<file path="config.mk">
export PLATFORM = sky130hd
export DESIGN_NAME = ntf_formatter
export DESIGN_NICKNAME = d
export VERILOG_FILES = /design/src/verilog/ntf_formatter.v
export VERILOG_INCLUDE_DIRS = /design/src /design/src/common
export SDC_FILE = /design/constraint.sdc
export NUM_CORES = 1
export LEC_CHECK = 0
export ABC_CLOCK_PERIOD_IN_PS = 2800
export BUFFER_PORTS_ARGS = -buffer_cell sky130_fd_sc_hd__buf_4
export CAP_MARGIN = 20
export CELL_PAD_IN_SITES_DETAIL_PLACEMENT = 0
export CELL_PAD_IN_SITES_GLOBAL_PLACEMENT = 2
export CORE_UTILIZATION = 32
export DETAILED_ROUTE_END_ITERATION = 8
export PLACE_DENSITY_LB_ADDON = 0.1
export SYNTH_ARGS = -nofsm -noshare
export SYNTH_HDL_FRONTEND = slang
export SYNTH_SLANG_ARGS = --single-unit
</file>
<file path="constraint.sdc">
create_clock -name clk_sys_i -period 2.8 [get_ports clk_sys_i]
set_input_delay 0.14 -clock clk_sys_i [delete_from_list [all_inputs] [get_ports clk_sys_i]]
set_output_delay 0.14 -clock clk_sys_i [all_outputs]
set_load 0.01 [all_outputs]
</file>
<file path="src/common/ntf_defines.vh">
// Constants, register map and timing for the NRZI tape block formatter
`ifndef NTF_DEFINES_VH
`define NTF_DEFINES_VH
// ==================================================
// Timing
`define NTF_CLK_HZ 100000000
`define NTF_IPS 75
`define NTF_CPI_200 200
`define NTF_CPI_556 556
`define NTF_CPI_800 800
`define NTF_CHAR_CYC(c) (`NTF_CLK_HZ / ((c) * `NTF_IPS))
`define NTF_GAP_FM_MIL 3560
`define NTF_IBG7_MIL 750
`define NTF_IBG9_MIL 600
`define NTF_GAP_CYC(m) (((m) * (`NTF_CLK_HZ / 1000) + `NTF_IPS - 1) / `NTF_IPS)
`define NTF_CHK1_PER 4'h4
`define NTF_CHK2_PER 4'h8
`define NTF_SIL_LONG 6'h1a
`define NTF_SIL_200 6'h0e
`define NTF_SIL_CHK 6'h02
`define NTF_MIN_BLK 2'h3
// ==================================================
// Register map, byte addresses
`define NTF_REG_CTRL 5'h00
`define NTF_REG_CMD 5'h04
`define NTF_REG_WDATA 5'h08
`define NTF_REG_STATUS 5'h0c
`define NTF_REG_RDATA 5'h10
`define NTF_CTRL_RST 8'h00
`define NTF_CTRL_NINE 0
`define NTF_CTRL_EVEN 1
`define NTF_CTRL_DENS 3:2
`define NTF_CTRL_SEL 5:4
`define NTF_CMD_START 0
`define NTF_CMD_FMARK 1
`define NTF_CMD_END 2
`define NTF_CMD_CLR 3
`define NTF_DENS_200 2'h0
`define NTF_DENS_556 2'h1
// ==================================================
// Channel patterns, bit i is channel i, bit 8 is P
`define NTF_FM9 9'h0c8
`define NTF_FM7 9'h0f0
`define NTF_CRC_TAPS 9'h03c
`define NTF_CRC_INV 9'h1eb
`endif

</file>
<file path="src/verilog/ntf_formatter.v">
// NRZI tape block formatter: write framing, read checking, Avalon-MM registers
//
// Added by the designer: the register addresses and the Avalon-MM register port.
`timescale 1ns/1ns
`default_nettype none
`include "ntf_defines.vh"
module ntf_formatter #(
  parameter CHAR_CYC_200 = `NTF_CHAR_CYC(`NTF_CPI_200),
  parameter CHAR_CYC_556 = `NTF_CHAR_CYC(`NTF_CPI_556),
  parameter CHAR_CYC_800 = `NTF_CHAR_CYC(`NTF_CPI_800),
  parameter GAP_FM_CYC   = `NTF_GAP_CYC(`NTF_GAP_FM_MIL),
  parameter GAP_IBG7_CYC = `NTF_GAP_CYC(`NTF_IBG7_MIL),
  parameter GAP_IBG9_CYC = `NTF_GAP_CYC(`NTF_IBG9_MIL)
) (
  input  wire        clk_sys_i,
  input  wire        sys_rst_i,
  input  wire [4:0]  avs_address_i,
  input  wire        avs_read_i,
  input  wire        avs_write_i,
  input  wire [31:0] avs_writedata_i,
  input  wire [3:0]  avs_byteenable_i,
  output reg  [31:0] avs_readdata_o,
  output wire        avs_waitrequest_o,
  output wire [1:0]  tape_sel_o,
  output reg  [8:0]  tape_wr_o,
  output reg         tape_wr_strobe_o,
  output reg         tape_gap_o,
  input  wire [8:0]  tape_rd_i,
  input  wire        tape_rd_strobe_i,
  output reg  [7:0]  rd_data_o,
  output reg         rd_strobe_o,
  output reg         hard_err_o,
  output reg         block_end_o,
  output reg         file_mark_o
);

  localparam [5:0] S_IDLE = 6'h01;
  localparam [5:0] S_PRE  = 6'h02;
  localparam [5:0] S_DATA = 6'h04;
  localparam [5:0] S_FMC  = 6'h08;
  localparam [5:0] S_CHK  = 6'h10;
  localparam [5:0] S_POST = 6'h20;

  // ==================================================
  // Character mapping and cyclic check step
  function [8:0] ntf_map;
    input [7:0] d;
    input       nine;
    input       even_p;
    reg   [8:0] c;
    integer     i;
    begin
      c = 9'h000;
      for (i = 0; i < 8; i = i + 1) begin
        c[i] = d[7 - i];
      end
      if (!nine) begin
        c[1:0] = 2'h0;
      end
      if (nine) begin
        c[8] = ~^d;
      end else if (even_p) begin
        c[8] = ^d[5:0];
      end else begin
        c[8] = ~^d[5:0];
      end
      ntf_map = c;
    end
  endfunction

  function [8:0] ntf_crc_step;
    input [8:0] crc;
    input [8:0] ch;
    reg   [8:0] x;
    reg   [8:0] n;
    begin
      x = crc ^ ch;
      n = {x[7:0], x[8]};
      if (x[8]) begin
        n = n ^ `NTF_CRC_TAPS;
      end
      ntf_crc_step = n;
    end
  endfunction

  // ==================================================
  // Registers and bus slave
  reg  [7:0]  ctrl;
  reg  [7:0]  hold;
  reg         hold_full;
  reg         end_req;
  reg         fm_req;
  reg         start_req;
  reg         st_under;
  reg         st_short;
  reg         st_perr;
  reg         st_terr;
  reg         st_fmark;
  reg         st_bend;
  reg         rd_ack;
  reg  [5:0]  state;
  reg  [7:0]  rd_last_data;

  wire nine   = ctrl[`NTF_CTRL_NINE];
  wire even_p = ctrl[`NTF_CTRL_EVEN];
  wire [1:0] dens = ctrl[`NTF_CTRL_DENS];
  wire busy = (state != S_IDLE);

  wire wr_cyc = avs_write_i & avs_byteenable_i[0];
  wire wr_wdata = wr_cyc & (avs_address_i == `NTF_REG_WDATA);
  wire wr_stall = wr_wdata & hold_full;
  wire wr_take = wr_cyc & ~wr_stall;
  wire wr_ctrl = wr_take & (avs_address_i == `NTF_REG_CTRL);
  wire wr_cmd = wr_take & (avs_address_i == `NTF_REG_CMD);
  wire [7:0] wbyte = avs_writedata_i[7:0];
  wire clr = wr_cmd & wbyte[`NTF_CMD_CLR];

  assign avs_waitrequest_o = (avs_read_i & ~rd_ack) | wr_stall;
  assign tape_sel_o = ctrl[`NTF_CTRL_SEL];

  wire [7:0] status = {st_bend, st_fmark, st_terr, st_perr,
                       st_short, st_under, hold_full, busy};

  reg [7:0] rd_mux;
  always @* begin
    case (avs_address_i)
      `NTF_REG_CTRL:   rd_mux = ctrl;
      `NTF_REG_WDATA:  rd_mux = hold;
      `NTF_REG_STATUS: rd_mux = status;
      `NTF_REG_RDATA:  rd_mux = rd_last_data;
      default:         rd_mux = 8'h00;
    endcase
  end

  always @(posedge clk_sys_i) begin
    if (sys_rst_i) begin
      rd_ack <= 1'b0;
      avs_readdata_o <= 32'h0000_0000;
      ctrl <= `NTF_CTRL_RST;
    end else begin
      rd_ack <= avs_read_i & ~rd_ack;
      if (avs_read_i & ~rd_ack) begin
        avs_readdata_o <= {24'h00_0000, rd_mux};
      end
      if (wr_ctrl & ~busy) begin
        ctrl <= wbyte;
      end
    end
  end

  // ==================================================
  // Character period tick
  reg  [15:0] tick_cnt;
  reg         tick;
  reg  [15:0] per_cyc;
  always @* begin
    if (nine) begin
      per_cyc = CHAR_CYC_800[15:0];
    end else if (dens == `NTF_DENS_200) begin
      per_cyc = CHAR_CYC_200[15:0];
    end else if (dens == `NTF_DENS_556) begin
      per_cyc = CHAR_CYC_556[15:0];
    end else begin
      per_cyc = CHAR_CYC_800[15:0];
    end
  end

  always @(posedge clk_sys_i) begin
    if (sys_rst_i) begin
      tick_cnt <= 16'h0000;
      tick <= 1'b0;
    end else if (tick_cnt >= per_cyc - 16'h0001) begin
      tick_cnt <= 16'h0000;
      tick <= 1'b1;
    end else begin
      tick_cnt <= tick_cnt + 16'h0001;
      tick <= 1'b0;
    end
  end

  // ==================================================
  // Write sequencer
  reg  [31:0] gap_cnt;
  reg  [3:0]  chk_per;
  reg  [8:0]  crc;
  reg  [8:0]  lrc;
  reg  [1:0]  blk_n;
  reg         fm_op;
  wire [8:0]  hold_ch = ntf_map(hold, nine, even_p);
  wire [8:0]  crc_out = crc ^ `NTF_CRC_INV;
  wire [8:0]  fm_ch = nine ? `NTF_FM9 : `NTF_FM7;
  wire [3:0]  chk_nxt = chk_per + 4'h1;

  always @(posedge clk_sys_i) begin
    if (sys_rst_i) begin
      state <= S_IDLE;
      hold <= 8'h00;
      hold_full <= 1'b0;
      end_req <= 1'b0;
      fm_req <= 1'b0;
      start_req <= 1'b0;
      gap_cnt <= 32'h0000_0000;
      chk_per <= 4'h0;
      crc <= 9'h000;
      lrc <= 9'h000;
      blk_n <= 2'h0;
      fm_op <= 1'b0;
      tape_wr_o <= 9'h000;
      tape_wr_strobe_o <= 1'b0;
      tape_gap_o <= 1'b0;
      st_under <= 1'b0;
      st_short <= 1'b0;
    end else begin
      tape_wr_strobe_o <= 1'b0;
      if (wr_take & (avs_address_i == `NTF_REG_WDATA)) begin
        hold <= wbyte;
        hold_full <= 1'b1;
      end
      if (wr_cmd & wbyte[`NTF_CMD_START]) begin
        start_req <= 1'b1;
        fm_req <= wbyte[`NTF_CMD_FMARK];
      end
      if (wr_cmd & wbyte[`NTF_CMD_END]) begin
        end_req <= 1'b1;
      end
      if (clr) begin
        st_under <= 1'b0;
        st_short <= 1'b0;
      end
      case (state)
        S_IDLE: begin
          tape_gap_o <= 1'b0;
          crc <= 9'h000;
          lrc <= 9'h000;
          blk_n <= 2'h0;
          chk_per <= 4'h0;
          if (start_req) begin
            start_req <= 1'b0;
            fm_op <= fm_req;
            if (fm_req) begin
              gap_cnt <= GAP_FM_CYC;
              tape_gap_o <= 1'b1;
              state <= S_PRE;
            end else begin
              state <= S_DATA;
            end
          end
        end
        S_PRE: begin
          if (gap_cnt != 32'h0000_0000) begin
            gap_cnt <= gap_cnt - 32'h0000_0001;
          end else begin
            tape_gap_o <= 1'b0;
            state <= S_FMC;
          end
        end
        S_FMC: begin
          if (tick) begin
            tape_wr_o <= fm_ch;
            tape_wr_strobe_o <= 1'b1;
            lrc <= lrc ^ fm_ch;
            chk_per <= 4'h0;
            state <= S_CHK;
          end
        end
        S_DATA: begin
          if (tick) begin
            if (hold_full) begin
              tape_wr_o <= hold_ch;
              tape_wr_strobe_o <= 1'b1;
              hold_full <= 1'b0;
              lrc <= lrc ^ hold_ch;
              crc <= ntf_crc_step(crc, hold_ch);
              if (blk_n != `NTF_MIN_BLK) begin
                blk_n <= blk_n + 2'h1;
              end
            end else if (end_req) begin
              end_req <= 1'b0;
              chk_per <= 4'h1;
              if (blk_n != `NTF_MIN_BLK) begin
                st_short <= 1'b1;
              end
              state <= S_CHK;
            end else begin
              st_under <= 1'b1;
            end
          end
        end
        S_CHK: begin
          if (tick) begin
            chk_per <= chk_nxt;
            if (chk_nxt == `NTF_CHK1_PER) begin
              if (!nine) begin
                tape_wr_o <= lrc;
                tape_wr_strobe_o <= 1'b1;
                gap_cnt <= GAP_IBG7_CYC;
                tape_gap_o <= 1'b1;
                state <= S_POST;
              end else if (!fm_op) begin
                tape_wr_o <= crc_out;
                tape_wr_strobe_o <= 1'b1;
                lrc <= lrc ^ crc_out;
              end
            end else if (chk_nxt == `NTF_CHK2_PER) begin
              tape_wr_o <= lrc;
              tape_wr_strobe_o <= 1'b1;
              gap_cnt <= GAP_IBG9_CYC;
              tape_gap_o <= 1'b1;
              state <= S_POST;
            end
          end
        end
        S_POST: begin
          if (gap_cnt != 32'h0000_0000) begin
            gap_cnt <= gap_cnt - 32'h0000_0001;
          end else begin
            tape_gap_o <= 1'b0;
            end_req <= 1'b0;
            state <= S_IDLE;
          end
        end
        default: begin
          state <= S_IDLE;
        end
      endcase
    end
  end

  // ==================================================
  // Read checker
  reg  [5:0]  sil;
  reg         in_blk;
  reg         chk_ph;
  reg  [1:0]  rd_n;
  reg  [8:0]  rd_lrc;
  reg  [8:0]  rd_first;
  reg  [8:0]  rd_chk;
  reg  [7:0]  rd_byte;
  reg         rd_perr;
  reg  [5:0]  sil_lim;
  integer     k;

  always @* begin
    rd_byte = 8'h00;
    for (k = 0; k < 8; k = k + 1) begin
      rd_byte[7 - k] = tape_rd_i[k];
    end
    if (!nine) begin
      rd_byte[7:6] = 2'h0;
    end
    if (nine) begin
      rd_perr = ~^tape_rd_i;
    end else if (even_p) begin
      rd_perr = ^{tape_rd_i[8], tape_rd_i[7:2]};
    end else begin
      rd_perr = ~^{tape_rd_i[8], tape_rd_i[7:2]};
    end
    if (!nine && dens == `NTF_DENS_200) begin
      sil_lim = `NTF_SIL_200;
    end else begin
      sil_lim = `NTF_SIL_LONG;
    end
  end

  wire is_chk = in_blk & (chk_ph | (sil >= `NTF_SIL_CHK));
  wire blk_done = in_blk & tick & ~tape_rd_strobe_i & (sil + 6'h01 >= sil_lim);
  wire mark_hit = (rd_n == 2'h1) & (rd_first == fm_ch) & (rd_chk == fm_ch);

  always @(posedge clk_sys_i) begin
    if (sys_rst_i) begin
      sil <= 6'h00;
      in_blk <= 1'b0;
      chk_ph <= 1'b0;
      rd_n <= 2'h0;
      rd_lrc <= 9'h000;
      rd_first <= 9'h000;
      rd_chk <= 9'h000;
      rd_data_o <= 8'h00;
      rd_last_data <= 8'h00;
      rd_strobe_o <= 1'b0;
      hard_err_o <= 1'b0;
      block_end_o <= 1'b0;
      file_mark_o <= 1'b0;
      st_perr <= 1'b0;
      st_terr <= 1'b0;
      st_fmark <= 1'b0;
      st_bend <= 1'b0;
    end else begin
      rd_strobe_o <= tape_rd_strobe_i;
      hard_err_o <= tape_rd_strobe_i & ~is_chk & rd_perr;
      block_end_o <= blk_done;
      file_mark_o <= blk_done & mark_hit;
      if (tape_rd_strobe_i) begin
        rd_data_o <= rd_byte;
        rd_last_data <= rd_byte;
        sil <= 6'h00;
        in_blk <= 1'b1;
        rd_lrc <= rd_lrc ^ tape_rd_i;
        if (is_chk) begin
          chk_ph <= 1'b1;
          rd_chk <= tape_rd_i;
        end else begin
          if (rd_n == 2'h0) begin
            rd_first <= tape_rd_i;
          end
          if (rd_n != `NTF_MIN_BLK) begin
            rd_n <= rd_n + 2'h1;
          end
        end
      end else if (tick & in_blk & (sil != 6'h3f)) begin
        sil <= sil + 6'h01;
      end
      if (blk_done) begin
        in_blk <= 1'b0;
        chk_ph <= 1'b0;
        rd_n <= 2'h0;
        rd_lrc <= 9'h000;
        sil <= 6'h00;
      end
      st_perr <= (st_perr & ~clr)
               | (tape_rd_strobe_i & ~is_chk & rd_perr);
      st_terr <= (st_terr & ~clr)
               | (blk_done & (rd_lrc != 9'h000));
      st_fmark <= (st_fmark & ~clr) | (blk_done & mark_hit);
      st_bend <= (st_bend & ~clr) | blk_done;
    end
  end

endmodule
`default_nettype wire

</file>
==> report_table.html <==
<table>
<tr><th>Metric</th><th>Value</th></tr>
<tr><th colspan="2">Logic synthesis</th></tr>
<tr><td>Fraction of registers with async set/reset</td><td>0</td></tr>
<tr><td>Share of the synthesized area in the top cell type</td><td>0.383</td></tr>
<tr><td>Most common library cells after synthesis</td><td>dfxtp_1 (175), nor2_1 (120), nand2_1 (112), a21oi_1 (102), clkbuf_1 (59)</td></tr>
<tr><td>Synth Area per Inst</td><td>8.28 um^2</td></tr>
<tr><td>Most common flop cell mapped by yosys</td><td>dfxtp_1</td></tr>
<tr><td>Library cell with the highest instance count after synthesis</td><td>dfxtp_1</td></tr>
<tr><td>Number of distinct standard cells referenced by the synthesized netlist</td><td>76</td></tr>
<tr><td>Number of warnings printed during yosys synthesis</td><td>0</td></tr>
<tr><td>Netlist area before placement</td><td>9150 um^2</td></tr>
<tr><td>Leading post-synthesis cells by cell area</td><td>dfxtp_1 (38%), a21oi_1 (5.6%), nor2_1 (4.9%), nand2_1 (4.6%), xor2_1 (3.6%)</td></tr>
<tr><td>Cells after Synth</td><td>1,106</td></tr>
<tr><td>Post-synth EDFFs</td><td>0</td></tr>
<tr><td>Cell type with the highest aggregate area in the netlist</td><td>dfxtp_1</td></tr>
<tr><td>Post-synthesis register bit count</td><td>175</td></tr>
<tr><td>Share of the yosys chip area belonging to registers</td><td>0.383</td></tr>
<tr><th colspan="2">Clock tree</th></tr>
<tr><td>Number of clock buffers inserted by TritonCTS</td><td>17</td></tr>
<tr><td>Register clock-pin slew on the reported worst setup and hold paths</td><td>0.07 ns</td></tr>
<tr><td>CTS tree</td><td>built</td></tr>
<tr><td>Total number of clock tree sinks</td><td>175</td></tr>
<tr><td>Clock root buffer</td><td>clkbuf_16</td></tr>
<tr><td>Clock Latency Late Sink</td><td>0.44 ns</td></tr>
<tr><td>Longest Clk Path Bufs</td><td>2</td></tr>
<tr><td>Number of H-tree levels</td><td>4</td></tr>
<tr><th colspan="2">Routing</th></tr>
<tr><td>Post-Route WL</td><td>27.4 mm</td></tr>
<tr><td>Number of DRC markers in iteration 0</td><td>434</td></tr>
<tr><td>Overall via count from detail_route</td><td>7,999</td></tr>
<tr><td>Detailed-route wire length per cell</td><td>17.3 um</td></tr>
<tr><td>Top metal layer carrying routed signals</td><td>met4</td></tr>
<tr><td>Number of iterations in the first detailed-routing pass</td><td>5</td></tr>
<tr><td>Detail-routed via count per cell</td><td>5.05</td></tr>
<tr><td>Post-detailed-route count of antenna-violating nets</td><td>0</td></tr>
<tr><td>Post-route DRC</td><td>0</td></tr>
<tr><td>Metal3 WL</td><td>769 um</td></tr>
<tr><td>Routed length on met2</td><td>12.7 mm</td></tr>
<tr><td>Wire length the detailed router placed on met1</td><td>13.5 mm</td></tr>
<tr><th colspan="2">Critical path</th></tr>
<tr><td>Startpoint-to-endpoint class of the critical path</td><td>reg2reg</td></tr>
<tr><td>Kind of launch point of the worst setup path</td><td>register</td></tr>
<tr><td>Worst setup startpoint</td><td>gap_cnt[0]</td></tr>
<tr><td>Origin of the critical flop-to-flop path</td><td>gap_cnt[0]</td></tr>
<tr><td>Element type at the critical path end</td><td>register</td></tr>
<tr><td>Endpoint arrival time on the critical path</td><td>3.00 ns</td></tr>
<tr><td>Max FO, Critical Path</td><td>4</td></tr>
<tr><td>Required arrival time at the worst endpoint</td><td>3.17 ns</td></tr>
<tr><th colspan="2">Placed design</th></tr>
<tr><td>Detailed placement HPWL</td><td>19.3 mm</td></tr>
<tr><td>Number of buffers added on ports</td><td>61</td></tr>
<tr><td>Cells after DPL</td><td>1,535</td></tr>
<tr><td>Global placer's final weighted congestion</td><td>0.792</td></tr>
<tr><th colspan="2">Pwr</th></tr>
<tr><td>IR drop worst, VDD</td><td>0.380 mV</td></tr>
<tr><td>Cell-internal power</td><td>5.13 mW</td></tr>
<tr><td>LEAKAGE</td><td>4.42 nW</td></tr>
<tr><td>Ratio of total power to cell area</td><td>703 nW/um^2</td></tr>
<tr><td>Clock group share of total power</td><td>0.335</td></tr>
<tr><td>Fraction of power spent switching nets</td><td>0.336</td></tr>
<tr><td>Switching power</td><td>2.60 mW</td></tr>
<tr><td>Share of total power in sequential cells</td><td>0.364</td></tr>
<tr><td>Combinational share of power</td><td>0.301</td></tr>
<tr><th colspan="2">Run</th></tr>
<tr><td>Count of maximum capacitance violations</td><td>0</td></tr>
<tr><th colspan="2">STA</th></tr>
<tr><td>Final TNS setup</td><td>0 ns</td></tr>
<tr><td>Relative slew margins</td><td>0.550</td></tr>
<tr><td>Endpoints failing hold</td><td>0</td></tr>
<tr><td>Transition time at the pin with the least slew margin</td><td>0.675 ns</td></tr>
<tr><td>Clock Skews</td><td>0.0128 ns</td></tr>
<tr><td>Maximum clock rate</td><td>0.379 GHz</td></tr>
<tr><td>Post-route minimum period</td><td>2.64 ns</td></tr>
<tr><td>Unrepaired setup endpoints after global routing</td><td>false</td></tr>
<tr><td>Total count of max-transition violations in the final report</td><td>0</td></tr>
<tr><td>Setup Viol. Count Final</td><td>0</td></tr>
<tr><td>Final period util</td><td>0.941</td></tr>
<tr><th colspan="2">Cells and area</th></tr>
<tr><td>Multi-input logic area</td><td>5220 um^2</td></tr>
<tr><td>Post-layout net count</td><td>1,273</td></tr>
<tr><td>Share of final-layout standard cells stronger than drive strength 1</td><td>0.157</td></tr>
<tr><td>Synthesis-to-layout area growth</td><td>20.2%</td></tr>
<tr><td>Filler cell count in the final layout</td><td>2,947</td></tr>
<tr><td>Diode insertion count for antenna repair</td><td>0</td></tr>
<tr><td>Area taken by flip-flops and latches</td><td>3500 um^2</td></tr>
<tr><td>Final std cells w/o fill</td><td>1,583</td></tr>
<tr><td>Post-layout util</td><td>0.394</td></tr>
<tr><th colspan="2">Floorplanning</th></tr>
<tr><td>Die width</td><td>171 um</td></tr>
<tr><td>Top-level port count</td><td>113</td></tr>
<tr><td>Site row count</td><td>61</td></tr>
<tr><td>Die height</td><td>171 um</td></tr>
<tr><td>Die Area</td><td>29,300 um^2</td></tr>
<tr><td>Initial core utilization</td><td>0.328</td></tr>
<tr><td>Area of the core</td><td>27,900 um^2</td></tr>
<tr><th colspan="2">Global route</th></tr>
<tr><td>Number of global-route vias before repair</td><td>7,777</td></tr>
<tr><td>First-pass GRT wire length</td><td>43.6 mm</td></tr>
<tr><td>Pin count of the biggest net entering global routing</td><td>43</td></tr>
<tr><td>Overflow after GRT</td><td>0</td></tr>
<tr><td>Initial antenna violation count</td><td>0</td></tr>
<tr><td>All-Layer GR Usage</td><td>0.193</td></tr>
<tr><th colspan="2">Hold path</th></tr>
<tr><td>Hold Path Origin</td><td>tape_rd_strobe_i</td></tr>
<tr><td>Worst min-delay path category</td><td>in2reg</td></tr>
<tr><th colspan="2">Status</th></tr>
<tr><td>Outcome</td><td>finished clean</td></tr>
</table>
cell type report:
type                       count  area share
clock buffer                  20      0.0406
tap                          378      0.0430
sequential                   175       0.318
clock inverter                11      0.0163
timing repair buffer         139      0.0999
multi-input combinational    837       0.474
inverter                      23     0.00785
flip-flops by register name (all words and copies together), names as in the netlist, 2 cells and up:
| register | count |
|---|---|
| chk_per | 4 |
| tape_wr_o | 9 |
| rd_last_data | 8 |
| ctrl | 8 |
| crc | 9 |
| blk_n | 2 |
| lrc | 9 |
| hold | 8 |
| rd_n | 2 |
| rd_chk | 9 |
| tick_cnt | 16 |
| rd_lrc | 9 |
| avs_readdata_o | 8 |
| gap_cnt | 32 |
| rd_first | 9 |
| state | 6 |
| sil | 6 |
path summary, 6_finish.rpt:
path,cells past startpoint,slack [ns],end
hold reg to reg,2,0.46,ctrl[7]
setup / recovery,8,0.16,state[3]
hold / removal,2,0.13,sil[5]
setup reg to reg,8,0.16,state[3]
power by group through the flow:
stage | Combinational, mW | Clock [mW] | Sequential [mW]
2_1_floorplan | 1.49 | 0 | 2.82
3_3_place_gp | 2.31 | 0 | 2.87
3_5_place_dp | 2.31 | 0 | 2.87
4_1_cts | 2.34 | 2.67 | 2.82
5_1_grt | 2.58 | 2.77 | 2.84
6_report | 2.33 | 2.59 | 2.81
logic make-up after synthesis:
kind of cell / synth area share
AOI/OAI and AO/OA: 0.191
other: 0.000410
DFF: 0.383
adders and majority gates: 0.0342
muxes: 0.0409
xor gates and xnor gates: 0.0618
buffers and inverters: 0.0612
and+or+nand+nor: 0.228
cell usage in the layout, fill, tap and decap left out, types with 5 or more instances in the layout:
master / n
or3_1: 14
or4_1: 17
o211ai_1: 9
a32oi_1: 6
mux2_2: 11
conb_1: 26
nor2_1: 120
a21oi_1: 102
xor2_1: 38
nand2b_1: 23
a31oi_1: 5
nand3_1: 29
buf_4: 121
inv_1: 23
or2_2: 6
dlygate4sd3_1: 17
a22o_1: 5
o31ai_1: 11
nor4_1: 7
a21o_1: 11
a22oi_1: 14
dfxtp_1: 175
nand4_1: 9
mux2i_1: 25
and3_1: 10
nor3_1: 35
xnor2_1: 24
a211oi_1: 24
ha_1: 24
clkbuf_16: 17
o21ai_0: 41
nand2_1: 112
worst max-delay path, stage by stage (launching register included):
cell and delay (ns):
dfxtp_1 0.33, inv_1 0.11, ha_1 0.14, or4b_2 0.63, nor4_4 0.27, nand3_4 0.11, a221o_1 0.41, or4_1 0.48
o21ai_1 0.09
routing by layer:
| layer | vias to the layer above | global-route usage |
|---|---|---|
| li1 | 4072 | - |
| met1 | 3774 | 0.259 |
| met2 | 132 | 0.320 |
| met3 | 21 | 0.0310 |
| met4 | 0 | 0.0524 |
| met5 | - | 0 |
what timing repair did:
item | 4_1_cts | 5_1_grt
endpoints found under the setup margin | 0 | 10
endpoints found under the hold margin | 33 | 0
resized for setup | 0 | 2
buffers inserted | 0 | 0
hold buffers | 17 | 0
per-stage QoR:
| stage | worst slack (ns) | hold WS (ns) | power [mW] | instance area (um^2) |
|---|---|---|---|---|
| finish | 0.165 | 0.133 | 7.73 | 11000 |
| global route | 0.0213 | 0.127 | 8.19 | 11000 |
| CTS | 0.110 | 0.109 | 7.83 | 11000 |
| detailed placement | 0.159 | 0.415 | 5.18 | 10200 |
| global placement | 0.183 | 0.409 | 5.19 | 10200 |
| floorplan | 0.282 | 0.280 | 4.31 | 9250 |
Note: power is estimated with default switching activity, not from simulation.
